File: config.mk
export PLATFORM = sky130hd
export DESIGN_NAME = prs_sequencer
export DESIGN_NICKNAME = d
export VERILOG_FILES = /design/src/pkg/prs_pkg.sv /design/src/pkg/prs_marker_if.sv /design/src/core/prs_marker.sv /design/src/core/prs_sequencer.sv
export VERILOG_INCLUDE_DIRS = /design/src /design/src/pkg
export SDC_FILE = /design/constraint.sdc
export NUM_CORES = 1
export LEC_CHECK = 0
export ABC_CLOCK_PERIOD_IN_PS = 2700
export BUFFER_PORTS_ARGS = -buffer_cell sky130_fd_sc_hd__buf_2
export CAP_MARGIN = 20
export CORE_UTILIZATION = 55
export CTS_BUF_LIST = sky130_fd_sc_hd__clkbuf_2 sky130_fd_sc_hd__clkbuf_4 sky130_fd_sc_hd__clkbuf_8
export DETAILED_ROUTE_END_ITERATION = 16
export HOLD_SLACK_MARGIN = 0.12
export PLACE_DENSITY_LB_ADDON = 0.15
export SYNTH_ARGS = -nofsm -noshare
export SYNTH_HDL_FRONTEND = slang
export SYNTH_SLANG_ARGS = --single-unit
File: constraint.sdc
create_clock -name core_clk -period 2.7 [get_ports core_clk]
set_input_delay 0.54 -clock core_clk [delete_from_list [all_inputs] [get_ports core_clk]]
set_output_delay 0.54 -clock core_clk [all_outputs]
set_load 0.005 [all_outputs]
File: src/pkg/prs_defines.svh
// Purpose: timing counts and reset values of the restart sequencer
// Assumes: core clock of 100 MHz
// Notes: step rate and preset hold are not fixed by the deck; kept small
`ifndef PRS_DEFINES_SVH
`define PRS_DEFINES_SVH
`define PRS_CLK_NS 10
// trailing-edge pulse on load point, least time, rounds up
`define PRS_PULSE_NS 1000
`define PRS_PULSE_CYC ((`PRS_PULSE_NS + `PRS_CLK_NS - 1) / `PRS_CLK_NS)
// core clocks per sequencer step
`define PRS_STEP_DIV 16
// clocks the broken-tape level is held after power-up
`define PRS_PRESET_CYC 16
// default forward search time before rewinding, in clocks
`define PRS_SEARCH_CYC 20000000
`endif

File: src/pkg/prs_pkg.sv
// Purpose: types of the restart sequencer
// Assumes: nothing beyond the defines header
// Notes: state codes follow a gray sequence along the usual path
package prs_pkg;
   // sequencer states, named by their step number
   typedef enum logic [3:0] {
      st_0 = 4'h0, st_1 = 4'h1, st_2 = 4'h3, st_3 = 4'h2,
      st_4 = 4'h6, st_5 = 4'h7, st_6 = 4'h5, st_7 = 4'h4,
      st_8 = 4'hc, st_9 = 4'hd, st_a = 4'hf, st_b = 4'he,
      st_c = 4'ha, st_d = 4'hb, st_e = 4'h9, st_f = 4'h8
   } prs_state_e;
   // vacuum column load phases
   typedef enum logic [2:0] {
      vp_idle = 3'h0, vp_tension = 3'h1, vp_columns = 3'h3,
      vp_search = 3'h2, vp_done = 3'h6, vp_rewind = 3'h7
   } prs_vac_e;
endpackage : prs_pkg

File: src/pkg/prs_marker_if.sv
// Purpose: marker status passed from the sensor logic to the sequencer
// Assumes: single core clock
// Notes: all members are registered by the source
`timescale 1ns/1ns
interface prs_marker_if;
   logic load_point_detect;
   logic end_marker_detect;
   logic load_point_trail_pulse;
   logic broken_tape;
   modport src (output load_point_detect, end_marker_detect,
                load_point_trail_pulse, broken_tape);
   modport dst (input load_point_detect, end_marker_detect,
                load_point_trail_pulse, broken_tape);
endinterface : prs_marker_if

File: src/core/prs_marker.sv
// Purpose: load point, end marker and broken tape status
// Assumes: sensor levels synchronous to core_clk
// Notes: broken tape held high for a short time after reset
`timescale 1ns/1ns
`include "prs_defines.svh"
module prs_marker
   import prs_pkg::*;
(
   // clock and reset
   input wire logic core_clk,
   input wire logic rst_n,
   // photosensor front end
   input wire logic load_point_sensor,
   input wire logic end_marker_sensor,
   input wire logic transport_unloaded,
   // status toward the sequencer
   prs_marker_if.src mk
);
   localparam logic [7:0] PULSE_CYC = 8'(`PRS_PULSE_CYC);
   localparam logic [7:0] PRESET_CYC = 8'(`PRS_PRESET_CYC);
   logic pt_det, next_pt_det, em_det, next_em_det;
   logic pulse, next_pulse, brk, next_brk;
   logic [7:0] pcnt, next_pcnt, pre_cnt, next_pre_cnt;

   // next values of the status flops
   always_comb
   begin
      next_pt_det = load_point_sensor;
      next_em_det = end_marker_sensor;
      next_pcnt = (pcnt != 8'h00) ? pcnt - 8'h01 : 8'h00;
      if (pt_det && !load_point_sensor)
         next_pcnt = PULSE_CYC;
      next_pulse = (next_pcnt != 8'h00);
      next_pre_cnt = (pre_cnt != 8'h00) ? pre_cnt - 8'h01 : 8'h00;
      // power-up preset, then both markers or an unloaded deck
      next_brk = (next_pre_cnt != 8'h00)
         || (load_point_sensor && end_marker_sensor)
         || transport_unloaded;
   end

   // reset puts broken tape high so the load flop downstream presets
   always_ff @(posedge core_clk)
   begin
      if (!rst_n)
      begin
         pt_det <= 1'b0;
         em_det <= 1'b0;
         pcnt <= 8'h00;
         pulse <= 1'b0;
         pre_cnt <= PRESET_CYC;
         brk <= 1'b1;
      end
      else
      begin
         pt_det <= next_pt_det;
         em_det <= next_em_det;
         pcnt <= next_pcnt;
         pulse <= next_pulse;
         pre_cnt <= next_pre_cnt;
         brk <= next_brk;
      end
   end

   assign mk.load_point_detect = pt_det;
   assign mk.end_marker_detect = em_det;
   assign mk.load_point_trail_pulse = pulse;
   assign mk.broken_tape = brk;
endmodule : prs_marker

File: src/core/prs_sequencer.sv
// Purpose: restart sequencer bringing the transport back after power loss
// Assumes: all inputs synchronous to core_clk; requests are levels
// Notes: steps advance once per divided step enable
`timescale 1ns/1ns
`include "prs_defines.svh"
module prs_sequencer
   import prs_pkg::*;
#(
   parameter int SEARCH_CYC = `PRS_SEARCH_CYC
)
(
   // clock and reset
   input wire logic core_clk,
   input wire logic rst_n,
   // photosensors and deck state
   input wire logic load_point_sensor,
   input wire logic end_marker_sensor,
   input wire logic transport_unloaded,
   input wire logic deck_online,
   input wire logic power_ok,
   // control from outside
   input wire logic master_clear_in,
   input wire logic remote_load_request_n,
   input wire logic auto_restart,
   input wire logic vacuum_column,
   // marker status
   output logic load_point_detect,
   output logic end_marker_detect,
   output logic load_point_trail_pulse,
   output logic broken_tape,
   // sequencer commands
   output logic broken_tape_force,
   output logic load_set_cmd,
   output logic on_tape_set_cmd,
   output logic online_set_cmd,
   output logic enable_out,
   output logic tension_cmd,
   output logic column_load_cmd,
   output logic search_fwd_cmd,
   output logic rewind_cmd,
   output logic [3:0] seq_state
);
   localparam logic [4:0] STEP_DIV = 5'(`PRS_STEP_DIV - 1);
   localparam logic [31:0] SEARCH_LAST = 32'(SEARCH_CYC - 1);

   prs_marker_if mk ();
   prs_state_e state, next_state;
   prs_vac_e vac, next_vac;
   logic [4:0] div, next_div;
   logic step_en;
   logic [31:0] tmr, next_tmr;
   logic was_online, next_was_online, pwr_prev, next_pwr_prev;
   logic req_armed, next_req_armed, jump;
   logic next_bkf, next_ld, next_ot, next_onl, next_en;
   logic next_ten, next_col, next_srch, next_rew;

   // marker logic shares the sensor inputs
   prs_marker i_prs_marker (
      .core_clk(core_clk),
      .rst_n(rst_n),
      .load_point_sensor(load_point_sensor),
      .end_marker_sensor(end_marker_sensor),
      .transport_unloaded(transport_unloaded),
      .mk(mk)
   );
   assign load_point_detect = mk.load_point_detect;
   assign end_marker_detect = mk.end_marker_detect;
   assign load_point_trail_pulse = mk.load_point_trail_pulse;
   assign broken_tape = mk.broken_tape;

   // step divider: one enable pulse every STEP_DIV+1 clocks
   always_comb
   begin
      step_en = (div == STEP_DIV);
      next_div = step_en ? 5'h00 : div + 5'h01;
   end

   // restart memory: online status is captured only in E or F with power
   // good, so the offline state forced by a power loss cannot erase it
   always_comb
   begin
      next_pwr_prev = power_ok;
      next_was_online = (power_ok && (state == st_e || state == st_f))
         ? deck_online : was_online;
      next_req_armed = req_armed;
      if (state == st_e || state == st_f)
         next_req_armed = 1'b0;
      // arming wins over the clear when power returns unloaded
      if (power_ok && !pwr_prev && transport_unloaded)
         next_req_armed = 1'b1;
      jump = (req_armed && !remote_load_request_n)
         || (auto_restart && was_online);
   end

   // sequencer next state; a step moves it at most once
   always_comb
   begin
      next_state = state;
      if (step_en)
      begin
         unique case (state)
            st_0: next_state = master_clear_in ? st_0 : st_1;
            st_1: next_state = master_clear_in ? st_0 : st_2;
            st_2: next_state = st_3;
            st_3: next_state = st_4;
            st_4: next_state = jump ? st_7 : st_f;
            st_5: next_state = st_6;
            st_6: next_state = st_7;
            st_7: next_state = st_8;
            st_8: next_state = st_9;
            // vacuum decks hold here until the load sub-sequence ends
            st_9: next_state = (!vacuum_column || vac == vp_done) ? st_a
                                                                   : st_9;
            st_a: next_state = st_b;
            st_b: next_state = st_c;
            st_c: next_state = st_d;
            st_d: next_state = st_e;
            st_e: next_state = master_clear_in ? st_0 : st_e;
            st_f: next_state = mk.broken_tape ? st_0 : st_f;
         endcase
         if (!power_ok)
            next_state = st_0;
      end
      next_bkf = (next_state == st_0 || next_state == st_1);
      next_ld = (next_state == st_8 || next_state == st_9);
      next_ot = (next_state == st_a || next_state == st_b);
      next_onl = (next_state == st_c || next_state == st_d);
      next_en = (next_state == st_e || next_state == st_f);
   end

   // vacuum column load: tension, columns, search, rewind on timeout
   always_comb
   begin
      next_vac = vac;
      next_tmr = tmr;
      if (state != st_9 || !vacuum_column)
      begin
         next_vac = vp_idle;
         next_tmr = 32'h0000_0000;
      end
      else
      begin
         unique case (vac)
            vp_idle: next_vac = vp_tension;
            vp_tension: if (step_en) next_vac = vp_columns;
            vp_columns: if (step_en) next_vac = vp_search;
            vp_search:
            begin
               next_tmr = tmr + 32'h0000_0001;
               if (mk.load_point_detect)
                  next_vac = vp_done;
               else if (tmr == SEARCH_LAST)
                  next_vac = vp_rewind;
            end
            vp_rewind: if (mk.load_point_detect) next_vac = vp_done;
            vp_done: next_vac = vp_done;
            default: next_vac = vp_idle;
         endcase
      end
      next_ten = (next_vac == vp_tension);
      next_col = (next_vac == vp_columns);
      next_srch = (next_vac == vp_search);
      next_rew = (next_vac == vp_rewind);
   end

   // all state registers; outputs come straight from flops
   always_ff @(posedge core_clk)
   begin
      if (!rst_n)
      begin
         state <= st_0;
         div <= 5'h00;
         vac <= vp_idle;
         tmr <= 32'h0000_0000;
         was_online <= 1'b0;
         pwr_prev <= 1'b0;
         req_armed <= 1'b0;
         broken_tape_force <= 1'b1;
         load_set_cmd <= 1'b0;
         on_tape_set_cmd <= 1'b0;
         online_set_cmd <= 1'b0;
         enable_out <= 1'b0;
         tension_cmd <= 1'b0;
         column_load_cmd <= 1'b0;
         search_fwd_cmd <= 1'b0;
         rewind_cmd <= 1'b0;
      end
      else
      begin
         state <= next_state;
         div <= next_div;
         vac <= next_vac;
         tmr <= next_tmr;
         was_online <= next_was_online;
         pwr_prev <= next_pwr_prev;
         req_armed <= next_req_armed;
         broken_tape_force <= next_bkf;
         load_set_cmd <= next_ld;
         on_tape_set_cmd <= next_ot;
         online_set_cmd <= next_onl;
         enable_out <= next_en;
         tension_cmd <= next_ten;
         column_load_cmd <= next_col;
         search_fwd_cmd <= next_srch;
         rewind_cmd <= next_rew;
      end
   end
   assign seq_state = state;
endmodule : prs_sequencer

==> run metrics <==
status=completed; die area=0.00670 mm2; startpoint types=flop; Worst Max-Slew Pin Slew=between 0.7 and 0.8 ns; Tcrit/Tclk final=0.774; PnR worst setup slack=0.611 ns; vias=around 2900; Inserted Diodes=0; share of cells above drive strength 1=0.137; crit-path max cell delay=approximately 0.62 ns; Total GRT Usage=0.229; Hold WC Path Type=primary input to flop; Max FO, Critical Path=9; Final min period=2.09 ns; DR DRC count=0; antenna-violating nets left=0; Leak Pwr=0.00145 uW; Fin. Hold Viols=0; Clock Skews=0.00949 ns; FF+latch area=0.00152 mm2; # IOs=28; Synth Warn #=0; Fillers=526; GP Congestion=approximately 0.81; Final Non-Filler Cells=505; core area=around 0.006 mm2; drt wl/cell=13.7 um; asr flop ratio synth=0; Setup Fix Bufs, Post-CTS=0; Synth Instances=399; area of the multi-input gates=0.00188 mm2; row count=28; synthesized area=around 0.0035 mm2; CTS Root Cell=clkbuf_8; synthesis-to-layout area growth=11.3%; Clock Latency Late Sink=0.33 ns; Seq/Total Area, Yosys=0.434; overall routed net length=6930 um; number of port buffers=27; total clock sinks=76; achievable frequency=about 480 MHz; max cap viols=0; vias in the first global route=roughly 2700; setup tns final=0 ns; ys flop type=dfxtp_1; initial antenna violation count=0; first-pass GRT wire length=11900 um; Final Max Slew Viols=0; Worst Setup Path Type=flop to flop; Initial Utilization=0.582; Avg Cell Area, Syn=between 8 and 9 um2; cts hold-fix bufs=0; H-tree levels=3; Final Setup Violations=0; VDD IR-drop max=0.658 mV; post-synthesis cell type count=57; Post-Syn Nets=417; via/cell ratio=5.70; clock tree buffer depth=2; DP Worst Slack=0.599 ns; RSZ-0062 raised after global routing=no; slew margin rel.=0.521; largest net degree at the start of global routing=39; post-cts resize count=0; clk slew on worst S/H paths=roughly 0.080 ns; WP data arrival=2.36 ns; CP cell instances=ha_1 -> and3_1 -> ha_1 -> nand2_1 -> o41ai_1 -> nand2_1 -> nor2b_1; Data required, critical path=2.97 ns; number of synthesized flops with an enable pin=0; nets@finish=roughly 440; drt first pass iters=4; slowest CP cell=o41ai_1; R2R Setup Slk=0.61 ns; Initial DRC Count=203; pwr/cell area=699 mW/mm2; CTS tree=yes; Worst setup EP type=flop; dpl cells=between 400 and 500; synthesized flop and latch total=76; TritonCTS Buffers=9; total grt overflow=0; Die Width=around 82 um; hpwl dp=roughly 4900 um; chip height=81.8 um
-- sequential cells by signal, indices dropped and copies added, names as in the netlist, 3 cells and up --
name and flops:
tmr 32, seq_state 4, div 5, i_prs_marker.pre_cnt 8
vac 3, i_prs_marker.pcnt 8
-- power breakdown --
group / internal (uW) / switching (uW) / leakage, uW
Sequential: 1230 / 94.0 / 0.000617
Clock: 485 / 385 / 0.000106
Combinational: 243 / 292 / 0.000725
Total: 1950 / 771 / 0.00145
-- logic make-up (layout without fill, tap and decap cells) --
family,count (synthesis),after routing,synth area share
AOI/OAI and AO/OA,56,56,0.104
xor gates and xnor gates,34,34,0.0850
adders and majority gates,7,7,0.0250
buffers and inverters,26,57,0.0296
DFF,76,76,0.434
muxes,3,3,0.00857
and+or+nand+nor,197,197,0.314
-- layout make-up --
| type | count | area share |
|---|---|---|
| sequential | 76 | 0.390 |
| tap | 75 | 0.0241 |
| timing repair buffer | 30 | 0.0404 |
| inverter | 11 | 0.0106 |
| clock inverter | 4 | 0.0122 |
| multi-input combinational | 297 | 0.482 |
| clock buffer | 12 | 0.0407 |
-- final timing paths --
kind                            depth (start not counted)         startpoint                                end
worst min register to register                          1             div[0]                             div[0]
worst max-delay path                                    7             div[0]                    on_tape_set_cmd
worst max register to register                          7             div[0]                    on_tape_set_cmd
worst min-delay path                                    2  end_marker_sensor  i_prs_marker.mk.end_marker_detect
-- worst max-delay path: cells and delay by family (launching register included) --
family	cells	cell delay (ns)
flip-flops	1	0.35
adder cells (fa/ha/maj)	2	0.50
AND/OR/NAND/NOR	4	0.55
AO/OA/AOI/OAI	1	0.62
-- cells in the mapped netlist, drive strengths merged (2+ instances only) --
cell type,number,share of area
a21oi,17,0.024
a31oi,3,0.0054
a41oi,2,0.0050
and2,9,0.016
and3,7,0.012
and3b,2,0.0054
and4,2,0.0050
buf,5,0.0071
clkbuf,10,0.011
dfxtp,76,0.43
ha,7,0.025
inv,10,0.011
mux2i,3,0.0086
nand2,25,0.027
nand2b,9,0.016
nand3,14,0.020
nand3b,3,0.0064
nand4,18,0.038
nor2,55,0.059
nor2b,8,0.014
nor3,13,0.019
nor4,11,0.030
nor4b,3,0.0075
o21ai,13,0.019
o221ai,2,0.0050
o22ai,2,0.0036
o31ai,4,0.0086
o41ai,2,0.0050
or2,3,0.0054
or3,9,0.016
xnor2,17,0.042
xor2,17,0.042
-- cells in the final DEF (no fill, tap or decap), drive strengths merged, types with 3 or more instances in the layout --
master | Yosys | layout
a21oi | 17 | 17
a31oi | 3 | 3
and2 | 9 | 9
and3 | 7 | 7
buf | 5 | 30
clkbuf | 10 | 12
clkinv | 1 | 3
dfxtp | 76 | 76
ha | 7 | 7
inv | 10 | 10
mux2i | 3 | 3
nand2 | 25 | 25
nand2b | 9 | 9
nand3 | 14 | 14
nand3b | 3 | 3
nand4 | 18 | 18
nor2 | 55 | 55
nor2b | 8 | 8
nor3 | 13 | 13
nor4 | 11 | 11
nor4b | 3 | 3
o21ai | 13 | 13
o31ai | 4 | 4
or2 | 3 | 3
or3 | 9 | 9
xnor2 | 17 | 17
xor2 | 17 | 17
-- stage by stage --
| step | util | cell area (um2) | power, uW | hold WS (ns) |
|---|---|---|---|---|
| 2_1_floorplan | - | 3500 | 1760 | 0.418 |
| 3_3_place_gp | 0.613 | 3690 | 1860 | 0.428 |
| 3_5_place_dp | 0.613 | 3690 | 1880 | 0.440 |
| 4_1_cts | 0.647 | 3900 | 2750 | 0.420 |
| 5_1_grt | 0.647 | 3900 | 2900 | 0.412 |
| 6_report | 0.647 | 3900 | 2730 | 0.438 |
-- metal layers --
layer / global-route usage / vias up / share of wire / routed length (um)
li1: - / 1472 / - / -
met1: 0.311 / 1335 / 0.50 / 3440
met2: 0.350 / 65 / 0.45 / 3130
met3: 0.0433 / 6 / 0.044 / 307
met4: 0.107 / 0 / 0.0079 / 55
met5: 0 / - / 0 / 0
Note: power is estimated with default switching activity, not from simulation.
